===== src/npiu_pkg.sv =====
// package: register map, level codes and vector layout of the nested interrupt unit
package npiu_pkg;
   localparam int NVEC = 14;
   localparam logic [11:0] ADDR_CC = 12'h000;
   localparam logic [11:0] ADDR_VP0 = 12'h004;
   localparam logic [11:0] ADDR_VP1 = 12'h008;
   localparam logic [11:0] ADDR_VP2 = 12'h00C;
   localparam logic [11:0] ADDR_VP3 = 12'h010;
   localparam logic [11:0] ADDR_STAT = 12'h014;
   localparam logic [1:0] LVL0 = 2'h2;
   localparam logic [1:0] LVL1 = 2'h1;
   localparam logic [1:0] LVL2 = 2'h0;
   localparam logic [1:0] LVL3 = 2'h3;
   localparam int CC_LVL_HI = 5;
   localparam int CC_LVL_LO = 3;
   localparam logic [7:0] CC_RESET = 8'hEA;
   localparam logic [7:0] VP_RESET = 8'hFF;
   localparam logic [3:0] VP3_RO = 4'hF;
   localparam logic [15:0] VEC_RESET = 16'hFFFE;
   localparam logic [15:0] VEC_TRAP = 16'hFFFC;
   localparam logic [15:0] VEC_BASE = 16'hFFFA;
   localparam logic [13:0] HALT_WAKE = 14'h00BE;
   localparam logic [2:0] OP_NONE = 3'h0;
   localparam logic [2:0] OP_ENABLE = 3'h1;
   localparam logic [2:0] OP_DISABLE = 3'h2;
   localparam logic [2:0] OP_HALT = 3'h3;
   localparam logic [2:0] OP_WAIT = 3'h4;
   localparam logic [2:0] OP_TRAP = 3'h5;
   localparam logic [2:0] OP_RETURN = 3'h6;
   typedef enum logic [2:0] {NPIU_RUN, NPIU_STACK, NPIU_VECTOR, NPIU_WAIT, NPIU_HALT} npiu_state_t;
endpackage


===== src/npiu_top.sv =====
// nested priority interrupt unit: arbitration, entry/return sequencing, APB registers
// Behaviour
// [RULE1] finish instruction, then stack context
// [RULE2] entry loads level from vector's priority
// [RULE3] then load vector address into PC
// [RULE4] return pops context restoring previous level
// [RULE5] level codes 10,01,00,11; 11 masks
// [RULE6] highest level wins, then hardware priority
// [RULE7] unserviced requests stay latched until highest
// [RULE8] reset and trap ignore mask, set level3
// [RULE9] reset and trap wake from halt; halt here exits on reset or win_ok only, not on trap_pend
// [RULE10] level bits at condition code 5,3
// [RULE11] reset highest priority, runs at level3
// [RULE12] serve only enabled, strictly higher level
// [RULE13] edge requests latched, cleared on entry
// [RULE14] pins of one group ORed together
// [RULE15] peripheral request needs flag and enable
// [RULE16] flag clear sequence drops pending latch
// [RULE17] any wakes wait; halt-capable only halt
// [RULE18] halt exit serves halt-capable source first
// [RULE19] four priority registers, reset FFh, top fixed
// [RULE20] writes of level0 code are ignored
// [RULE21] raised level re-enters still-pending vector
// [RULE22] instructions load 10 or 11; jump tests
// [RULE23] vectors from top address downward
// [RULE24] no stack overflow detection
`timescale 1ns/100ps
`default_nettype none
module npiu_top #(
   parameter int GROUP_W = 4
) (
   input wire logic ref_clk_i,
   input wire logic nrst_i,
   input wire logic psel_i,
   input wire logic penable_i,
   input wire logic pwrite_i,
   input wire logic [11:0] paddr_i,
   input wire logic [31:0] pwdata_i,
   output logic [31:0] prdata_o,
   output logic pready_o,
   output logic pslverr_o,
   input wire logic [4*GROUP_W-1:0] ext_pins_i,
   input wire logic [4*GROUP_W-1:0] ext_sel_i,
   input wire logic [13:0] periph_flag_i,
   input wire logic [13:0] periph_en_i,
   input wire logic [13:0] periph_clear_i,
   input wire logic [13:0] src_enable_i,
   input wire logic instr_done_i,
   input wire logic [2:0] instr_op_i,
   input wire logic [7:0] popped_cc_i,
   output logic stack_req_o,
   input wire logic stack_done_i,
   output logic [15:0] pc_load_o,
   output logic pc_load_valid_o,
   output logic [3:0] serviced_o,
   output logic cpu_sleep_o,
   output logic jump_if_masked_o,
   output logic jump_if_unmasked_o
);
   ////////////////////////////////////////////////////////////////////////////////
   npiu_pkg::npiu_state_t state;
   logic [7:0] condition_code_reg;
   logic [7:0] vp [4];
   logic [13:0] pend;
   logic [4*GROUP_W-1:0] pin_s1, pin_s2, pin_s3;
   logic trap_pend;
   logic [3:0] win_idx;
   logic win_ok;
   logic [1:0] cur_lvl;
   logic [1:0] win_lvl;

   // rank so that level 3 > 2 > 1 > 0 despite the odd encoding
   function automatic logic [1:0] rank(input logic [1:0] code);
      case (code)
         npiu_pkg::LVL0: rank = 2'h0;
         npiu_pkg::LVL1: rank = 2'h1;
         npiu_pkg::LVL2: rank = 2'h2;
         default: rank = 2'h3;
      endcase
   endfunction

   function automatic logic [1:0] vec_lvl(input logic [3:0] v);
      logic [7:0] r;
      r = vp[v[3:2]];
      vec_lvl = r[{v[1:0], 1'b1} -: 2];
   endfunction

   assign cur_lvl = {condition_code_reg[npiu_pkg::CC_LVL_HI], condition_code_reg[npiu_pkg::CC_LVL_LO]}; // [RULE10]
   assign jump_if_masked_o = (cur_lvl == npiu_pkg::LVL3); // [RULE22]
   assign jump_if_unmasked_o = (cur_lvl != npiu_pkg::LVL3); // [RULE22]
   assign cpu_sleep_o = (state == npiu_pkg::NPIU_WAIT) || (state == npiu_pkg::NPIU_HALT);

   ////////////////////////////////////////////////////////////////////////////////
   // pins are asynchronous; edges detected on the second and third stage only
   always_ff @(posedge ref_clk_i)
   begin
      if (!nrst_i)
      begin
         pin_s1 <= '0;
         pin_s2 <= '0;
         pin_s3 <= '0;
      end
      else
      begin
         pin_s1 <= ext_pins_i;
         pin_s2 <= pin_s1;
         pin_s3 <= pin_s2;
      end
   end

   logic [13:0] raw_req;
   genvar g;
   generate
      for (g = 0; g < 14; g++)
      begin : g_req
         if (g >= 2 && g <= 5)
         begin : g_ext
            // rising edge of any selected pin of the group
            assign raw_req[g] = |(pin_s2[(g-2)*GROUP_W +: GROUP_W] & ~pin_s3[(g-2)*GROUP_W +: GROUP_W]
                                  & ext_sel_i[(g-2)*GROUP_W +: GROUP_W]); // [RULE14]
         end
         else
         begin : g_per
            assign raw_req[g] = periph_flag_i[g] & periph_en_i[g]; // [RULE15]
         end
      end
   endgenerate

   ////////////////////////////////////////////////////////////////////////////////
   // arbitration: higher rank wins; lower index (higher hardware priority) breaks ties
   always_comb
   begin
      logic [1:0] best;
      logic [1:0] r;
      logic wake_ok;
      r = 2'h0;
      wake_ok = 1'b0;
      best = 2'h0;
      win_idx = 4'h0;
      win_ok = 1'b0;
      win_lvl = npiu_pkg::LVL3;
      for (int i = 13; i >= 0; i--)
      begin
         r = rank(vec_lvl(4'(i)));
         wake_ok = (state != npiu_pkg::NPIU_HALT) || npiu_pkg::HALT_WAKE[i]; // [RULE17] [RULE18]
         if (pend[i] && src_enable_i[i] && wake_ok && r > rank(cur_lvl) && (!win_ok || r >= best)) // [RULE6] [RULE12]
         begin
            best = r;
            win_idx = 4'(i);
            win_ok = 1'b1;
            win_lvl = vec_lvl(4'(i));
         end
      end
   end

   ////////////////////////////////////////////////////////////////////////////////
   logic take_irq;
   logic take_trap;
   logic [3:0] cur_vec;
   logic cur_is_trap;
   assign take_trap = trap_pend;
   assign take_irq = win_ok && !trap_pend;

   always_ff @(posedge ref_clk_i)
   begin
      if (!nrst_i)
      begin
         state <= npiu_pkg::NPIU_VECTOR; // reset vectors without stacking [RULE8] [RULE11]
         cur_vec <= 4'h0;
         cur_is_trap <= 1'b0;
      end
      else
      begin
         unique case (state)
            npiu_pkg::NPIU_RUN:
               // the trap instruction has already completed when trap_pend is set
               if (take_trap || (instr_done_i && take_irq)) // [RULE1] [RULE8]
               begin
                  state <= npiu_pkg::NPIU_STACK;
                  cur_is_trap <= take_trap;
                  cur_vec <= win_idx;
               end
               else if (instr_done_i && instr_op_i == npiu_pkg::OP_WAIT)
                  state <= npiu_pkg::NPIU_WAIT;
               else if (instr_done_i && instr_op_i == npiu_pkg::OP_HALT)
                  state <= npiu_pkg::NPIU_HALT;
            npiu_pkg::NPIU_STACK:
               if (stack_done_i)
                  state <= npiu_pkg::NPIU_VECTOR; // [RULE1]
            npiu_pkg::NPIU_VECTOR:
               state <= npiu_pkg::NPIU_RUN;
            npiu_pkg::NPIU_WAIT, npiu_pkg::NPIU_HALT:
               if (win_ok)
               begin
                  state <= npiu_pkg::NPIU_STACK; // [RULE17]
                  cur_is_trap <= 1'b0;
                  cur_vec <= win_idx;
               end
            default:
               state <= npiu_pkg::NPIU_RUN;
         endcase
      end
   end

   // trap latched when the trap instruction completes
   always_ff @(posedge ref_clk_i)
   begin
      if (!nrst_i)
         trap_pend <= 1'b0;
      else if (instr_done_i && instr_op_i == npiu_pkg::OP_TRAP)
         trap_pend <= 1'b1; // [RULE8]
      else if (state == npiu_pkg::NPIU_STACK && stack_done_i && cur_is_trap)
         trap_pend <= 1'b0;
   end

   // pending latches: set wins over entry clear; peripheral clear drops it
   always_ff @(posedge ref_clk_i)
   begin
      if (!nrst_i)
         pend <= '0;
      else
      begin
         for (int i = 0; i < 14; i++)
         begin
            if (raw_req[i])
               pend[i] <= 1'b1; // [RULE7] [RULE13]
            else if (periph_clear_i[i])
               pend[i] <= 1'b0; // [RULE16]
            else if (state == npiu_pkg::NPIU_VECTOR && !cur_is_trap && cur_vec == 4'(i) && i >= 2 && i <= 5)
               pend[i] <= 1'b0; // [RULE13]
         end
      end
   end

   // stays pending after entry when the source flag holds, so a raised level re-enters
   // [RULE21]

   ////////////////////////////////////////////////////////////////////////////////
   logic boot;
   always_ff @(posedge ref_clk_i)
   begin
      if (!nrst_i)
         boot <= 1'b1;
      else if (state == npiu_pkg::NPIU_VECTOR)
         boot <= 1'b0;
   end

   always_ff @(posedge ref_clk_i)
   begin
      if (!nrst_i)
      begin
         pc_load_o <= '0;
         pc_load_valid_o <= 1'b0;
         serviced_o <= '0;
      end
      else
      begin
         pc_load_valid_o <= (state == npiu_pkg::NPIU_VECTOR);
         if (state == npiu_pkg::NPIU_VECTOR)
         begin
            if (boot)
               pc_load_o <= npiu_pkg::VEC_RESET; // [RULE11]
            else if (cur_is_trap)
               pc_load_o <= npiu_pkg::VEC_TRAP; // [RULE8]
            else
               pc_load_o <= npiu_pkg::VEC_BASE - {11'h0, cur_vec, 1'b0}; // [RULE3] [RULE23]
            serviced_o <= cur_vec;
         end
      end
   end
   assign stack_req_o = (state == npiu_pkg::NPIU_STACK); // [RULE1]

   ////////////////////////////////////////////////////////////////////////////////
   logic apb_wr;
   logic [7:0] wb;
   assign apb_wr = psel_i && penable_i && pwrite_i;
   assign wb = pwdata_i[7:0];
   assign pready_o = 1'b1;

   always_ff @(posedge ref_clk_i)
   begin
      if (!nrst_i)
         condition_code_reg <= npiu_pkg::CC_RESET;
      else if (state == npiu_pkg::NPIU_VECTOR)
      begin
         if (boot || cur_is_trap)
         begin
            condition_code_reg[npiu_pkg::CC_LVL_HI] <= 1'b1; // [RULE8] [RULE11]
            condition_code_reg[npiu_pkg::CC_LVL_LO] <= 1'b1;
         end
         else
         begin
            condition_code_reg[npiu_pkg::CC_LVL_HI] <= vec_lvl(cur_vec)[1]; // [RULE2]
            condition_code_reg[npiu_pkg::CC_LVL_LO] <= vec_lvl(cur_vec)[0];
         end
      end
      else if (instr_done_i && instr_op_i == npiu_pkg::OP_RETURN)
         condition_code_reg <= popped_cc_i; // [RULE4]
      else if (instr_done_i && (instr_op_i == npiu_pkg::OP_ENABLE || instr_op_i == npiu_pkg::OP_HALT
               || instr_op_i == npiu_pkg::OP_WAIT))
      begin
         condition_code_reg[npiu_pkg::CC_LVL_HI] <= npiu_pkg::LVL0[1]; // [RULE22]
         condition_code_reg[npiu_pkg::CC_LVL_LO] <= npiu_pkg::LVL0[0];
      end
      else if (instr_done_i && instr_op_i == npiu_pkg::OP_DISABLE)
      begin
         condition_code_reg[npiu_pkg::CC_LVL_HI] <= npiu_pkg::LVL3[1]; // [RULE22]
         condition_code_reg[npiu_pkg::CC_LVL_LO] <= npiu_pkg::LVL3[0];
      end
      else if (apb_wr && paddr_i == npiu_pkg::ADDR_CC)
         condition_code_reg <= wb;
   end

   // per-field write; level 0 code leaves the field untouched
   always_ff @(posedge ref_clk_i)
   begin
      if (!nrst_i)
      begin
         for (int r = 0; r < 4; r++)
            vp[r] <= npiu_pkg::VP_RESET; // [RULE19]
      end
      else if (apb_wr)
      begin
         for (int r = 0; r < 4; r++)
         begin
            if (paddr_i == npiu_pkg::ADDR_VP0 + 12'(4 * r))
            begin
               for (int f = 0; f < 4; f++)
               begin
                  if (wb[2*f +: 2] != npiu_pkg::LVL0 && !(r == 3 && f >= 2)) // [RULE20] [RULE19]
                     vp[r][2*f +: 2] <= wb[2*f +: 2];
               end
            end
         end
      end
   end

   always_ff @(posedge ref_clk_i)
   begin
      if (!nrst_i)
      begin
         prdata_o <= '0;
         pslverr_o <= 1'b0;
      end
      else
      begin
         pslverr_o <= 1'b0;
         if (psel_i && !penable_i && !pwrite_i)
         begin
            case (paddr_i)
               npiu_pkg::ADDR_CC: prdata_o <= {24'h0, condition_code_reg};
               npiu_pkg::ADDR_VP0: prdata_o <= {24'h0, vp[0]};
               npiu_pkg::ADDR_VP1: prdata_o <= {24'h0, vp[1]};
               npiu_pkg::ADDR_VP2: prdata_o <= {24'h0, vp[2]};
               npiu_pkg::ADDR_VP3: prdata_o <= {24'h0, npiu_pkg::VP3_RO, vp[3][3:0]}; // [RULE19]
               npiu_pkg::ADDR_STAT: prdata_o <= {18'h0, pend};
               default: prdata_o <= '0;
            endcase
         end
         if (psel_i && !penable_i)
            pslverr_o <= !(paddr_i inside {npiu_pkg::ADDR_CC, npiu_pkg::ADDR_VP0, npiu_pkg::ADDR_VP1,
                            npiu_pkg::ADDR_VP2, npiu_pkg::ADDR_VP3, npiu_pkg::ADDR_STAT});
      end
   end
   // nested entries push without any depth check; software bounds nesting [RULE24]

   ////////////////////////////////////////////////////////////////////////////////
   a_entry_level: assert property (@(posedge ref_clk_i) disable iff (!nrst_i) // [RULE2]
      state == npiu_pkg::NPIU_VECTOR && !boot && !cur_is_trap |=> cur_lvl == $past(vec_lvl(cur_vec)))
      else $error("entry level mismatch");
   a_trap_level: assert property (@(posedge ref_clk_i) disable iff (!nrst_i) // [RULE8]
      state == npiu_pkg::NPIU_VECTOR && cur_is_trap |=> cur_lvl == npiu_pkg::LVL3 && pc_load_o == npiu_pkg::VEC_TRAP)
      else $error("trap entry wrong");
   a_stack_first: assert property (@(posedge ref_clk_i) disable iff (!nrst_i) // [RULE1]
      $rose(pc_load_valid_o) && !$past(boot, 2) |-> $past(stack_req_o, 2))
      else $error("vector without stacking");
   a_vec_addr: assert property (@(posedge ref_clk_i) disable iff (!nrst_i) // [RULE3]
      state == npiu_pkg::NPIU_VECTOR && !boot && !cur_is_trap |=> pc_load_o == 16'hFFFA - 16'($past(cur_vec) * 2))
      else $error("vector address wrong");
   a_ret_pop: assert property (@(posedge ref_clk_i) disable iff (!nrst_i) // [RULE4]
      state == npiu_pkg::NPIU_RUN && instr_done_i && instr_op_i == npiu_pkg::OP_RETURN && !take_irq && !take_trap
      |=> condition_code_reg == $past(popped_cc_i))
      else $error("return did not restore");
   a_mask_l3: assert property (@(posedge ref_clk_i) disable iff (!nrst_i) // [RULE5]
      cur_lvl == npiu_pkg::LVL3 |-> !win_ok)
      else $error("maskable taken at level 3");
   a_halt_wake: assert property (@(posedge ref_clk_i) disable iff (!nrst_i) // [RULE18]
      state == npiu_pkg::NPIU_HALT && win_ok |-> npiu_pkg::HALT_WAKE[win_idx])
      else $error("non halt source woke halt");
   a_vp_reset: assert property (@(posedge ref_clk_i) // [RULE19]
      !nrst_i |=> vp[0] == 8'hFF && vp[3] == 8'hFF)
      else $error("priority reset wrong");
   a_disable_lvl: assert property (@(posedge ref_clk_i) disable iff (!nrst_i) // [RULE22]
      state == npiu_pkg::NPIU_RUN && instr_done_i && instr_op_i == npiu_pkg::OP_DISABLE && !take_irq && !take_trap
      |=> cur_lvl == 2'h3)
      else $error("disable did not mask");
endmodule
`default_nettype wire


===== config.mk =====
export PLATFORM = sky130hd
export DESIGN_NAME = npiu_top
export DESIGN_NICKNAME = d
export VERILOG_FILES = /design/src/npiu_pkg.sv /design/src/npiu_top.sv
export SDC_FILE = /design/constraint.sdc
export NUM_CORES = 1
export LEC_CHECK = 0
export ABC_AREA = 1
export BUFFER_PORTS_ARGS = -buffer_cell sky130_fd_sc_hd__buf_4
export CAP_MARGIN = 30
export CORE_MARGIN = 2
export CORE_UTILIZATION = 45
export CTS_CLUSTER_SIZE = 14
export DETAILED_ROUTE_END_ITERATION = 16
export GPL_TIMING_DRIVEN = 0
export PLACE_DENSITY = 0.7
export SLEW_MARGIN = 20
export SYNTH_ARGS = -nofsm -noshare
export SYNTH_HDL_FRONTEND = slang
export SYNTH_SLANG_ARGS = --single-unit

===== constraint.sdc =====
create_clock -name ref_clk_i -period 37.3 [get_ports ref_clk_i]
set_clock_uncertainty 0.2 [all_clocks]
set_input_delay 1.865 -clock ref_clk_i [delete_from_list [all_inputs] [get_ports ref_clk_i]]
set_output_delay 1.865 -clock ref_clk_i [all_outputs]
set_load 0.02 [all_outputs]

==> reports/results.tsv <==
stage	metric	value	unit
timing	Final period util	40.9	%
setup_path	data arrival time of the critical path	15410	ps
logic_synthesis	count of flip-flops with a built-in enable after synthesis	28	
timing	Final Max Slew Viols	0	
detailed_routing	DRT iter0 DRCs	576	
placement	RePlAce Congestion	1.03	
logic_synthesis	library cells used by synthesis	49	
logic_synthesis	flip-flop and latch count after synthesis	136	
setup_path	cell family with most CP delay	simple AND/OR/NAND/NOR gates	
floorplanning	initial standard-cell utilization of the core	46.2	%
setup_path	maximum cell stage delay along the critical path	490	ps
logic_synthesis	share of the synthesized area in the top cell type	25.9	%
layout	leading cell types in the layout, fill and taps excluded	nand2_1, inv_1, buf_4	
power_and_ir_drop	power per standard cell area	51.8	mW/mm²
detailed_routing	vias per std cell	5.11	
logic_synthesis	Post-Synthesis Cells	1133	
job	# Max-Cap Violations	0	
layout	post-route cell area	0.0105	mm²
detailed_routing	overall routed net length	24900	µm
cts	clock transition time at the flip-flop clock pins of the worst setup and hold paths	70	ps
global_route	remaining global-route overflow	0	
floorplanning	DIE AREA	0.0197	mm²
logic_synthesis	post-synthesis async set-or-reset flop share	0	%
setup_path	worst endpoint required time	37440	ps
layout	P&R area growth vs syn	25.3	%
detailed_routing	routed via count	8008	
global_route	number of global-route vias before repair	7253	
cts	buffers inserted by post-CTS timing repair	0	
timing	Final Critical Period	15260	ps
global_route	global-route wire length before repair	38400	µm
floorplanning	Ports	209	
layout	n_diodes	0	
cts	clock tree from TritonCTS	built	
logic_synthesis	sequential area share after synthesis	35.9	%
placement	dpl hpwl	20200	µm
global_route	pin count of the biggest net entering global routing	17	
global_route	number of antenna violations at the first check in global routing	0	
cts	number of resized instances in the post-cts repair step	0	
setup_path	CP max-delay cell	inv_1	
logic_synthesis	mean cell area of the mapped netlist	7.37	µm²
floorplanning	CORE AREA	0.0181	mm²
timing	Finish-stage setup viols	0	
placement	input/output buffers	155	
layout	fraction of final layout cells with drive strength greater than 1	19.4	%
power_and_ir_drop	highest ir drop seen on vdd	0.0349	mV
placement	instance area at placement	0.00987	mm²
layout	flip-flop count of the largest register, all copies and words added	28	
layout	largest register by flop count	vp	
detailed_routing	antenna viol nets, final	0	
layout	layout net count	1555	
logic_synthesis	Synth area leaders	dfxtp_1, ha_1, nand2_1	
logic_synthesis	Yosys top cell by area	dfxtp_1	
floorplanning	horizontal extent of the die	140	µm
worst_hold_path	HP Class	reg2reg	
layout	most common cell after layout, fill and taps aside	nand2_1	
setup_path	most repeated library cell on the critical path	nand2_1	
timing	Rel. slew slack	45.7	%
timing	setup repair after global routing missed its margin	no	
global_route	global routing usage summed across all routing layers	25.2	%
cts	number of buffers created by CTS	17	
logic_synthesis	cell area after technology mapping	0.00836	mm²
timing	Max Freq	65.5	MHz
detailed_routing	detail-routed net length per standard cell	15.9	µm
floorplanning	chip height	140	µm
cts	CTS Sinks	136	
cts	count of hold-fix buffers inserted at cts	0	
timing	Final Hold Viols	0	
setup_path	maximum fanout along the worst path	14	
detailed_routing	number of detailed-route iterations in the first pass	5	
setup_path	startpoint type of the worst setup path	register	
setup_path	Buf/Inv on CP	15	
timing	sum of negative setup slack	0	ps
layout	number of fill cells	1730	
power_and_ir_drop	standby leakage power	5.37	nW
cts	insertion delay of the later-clocked pin in the worst-skew pair	430	ps
floorplanning	number of core rows	49	
setup_path	element type at the critical path end	register	
timing	Tightest Pin Transition	807	ps
logic_synthesis	primary flip-flop cell chosen by synthesis mapping	dfxtp_1	
status	result of the run	finished, final reports clean	
detailed_routing	Remaining DRCs	0	
cts	H-tree depth reported by CTS	4	
cts	Max Buffers Root-to-Sink	2	
layout	Layout Utilization	57.9	%
logic_synthesis	synth warn	0	
setup_path	kind of critical path	reg2reg	
cts	library cell used as clock root buffer	clkbuf_16	
## routing by layer
| layer | track usage [%] | share of wire, % |
|---|---|---|
| met5 | 0 | 0 |
| met4 | 8.72 | 2.3 |
| met3 | 3.45 | 6.6 |
| met2 | 39.5 | 45 |
| met1 | 35.8 | 46 |
## synth_stat cells (2+ instances only)
master / n
a211oi_1: 10
a21oi_1: 78
a221oi_1: 3
a311oi_1: 2
a31oi_1: 11
and3b_1: 2
buf_4: 29
clkbuf_1: 19
clkinv_1: 5
conb_1: 2
dfxtp_1: 108
edfxtp_1: 28
ha_1: 79
inv_1: 199
nand2_1: 253
nand2_2: 13
nand2_4: 8
nand3_1: 45
nand3_2: 9
nand3b_1: 8
nand4_1: 7
nor2_1: 77
nor3_1: 12
nor4_1: 6
o211ai_1: 15
o21a_1: 5
o21ai_0: 60
o21ai_2: 3
o21bai_1: 2
o221ai_1: 9
o22ai_1: 6
or2_2: 3
## final cells by class
| class | count | area [µm²] | area share (%) |
|---|---|---|---|
| Timing Repair Buffer | 156 | 1170 | 11.2 |
| Sequential cell | 136 | 3000 | 28.7 |
| Tap cell | 229 | 287 | 2.74 |
| Clock inverter | 14 | 144 | 1.37 |
| Multi-Input combinational cell | 762 | 4350 | 41.6 |
| Inverter | 204 | 766 | 7.31 |
| Clock buffer | 18 | 450 | 4.30 |
| Buffer | 49 | 300 | 2.87 |
## power breakdown
group	switching, mW	internal (mW)	leakage, nW
clock	0.0743	0.0930	0.291
combinational	0.123	0.0780	3.91
sequential	0.0110	0.162	1.17
## stage by stage
| stage | cells | hold WS [ps] | setup slack [ps] | power (mW) |
|---|---|---|---|---|
| floorplan | 1151 | 190 | 23580 | 0.311 |
| global placement | 1535 | 193 | 22110 | 0.371 |
| detailed placement | 1535 | 196 | 21950 | 0.376 |
| CTS | 1567 | 215 | 22060 | 0.544 |
| global route | 1568 | 230 | 20320 | 0.578 |
| finish | 1568 | 212 | 22040 | 0.542 |
## logic make-up after synthesis
logic type	count (synthesis)	share of synthesized area, %
adders and majority gates	79	11.8
AOI/OAI and AO/OA	211	15.0
other	2	0.0899
DFF	136	35.9
buffers and inverters	253	12.8
xor gates and xnor gates	1	0.105
and+or+nand+nor	451	24.3
## worst register-to-register path: cells and delay by family (launching register included)
| family | cells | cell delay, ps |
|---|---|---|
| AND/OR/NAND/NOR | 49 | 4740 |
| adder cells (fa/ha/maj) | 15 | 4300 |
| AO/OA/AOI/OAI | 29 | 4080 |
| buffers and inverters | 15 | 1430 |
| flip-flops | 1 | 370 |
## final timing paths
path	cells past startpoint	from	slack, ps	end
max	108	condition_code_reg[5]	22040	cur_vec[2]
min	2	pin_s1[1]	210	pin_s2[1]
max reg2reg	108	condition_code_reg[5]	22040	cur_vec[2]
min reg2reg	2	pin_s1[1]	210	pin_s2[1]
Power figures use the tool's default switching activity.
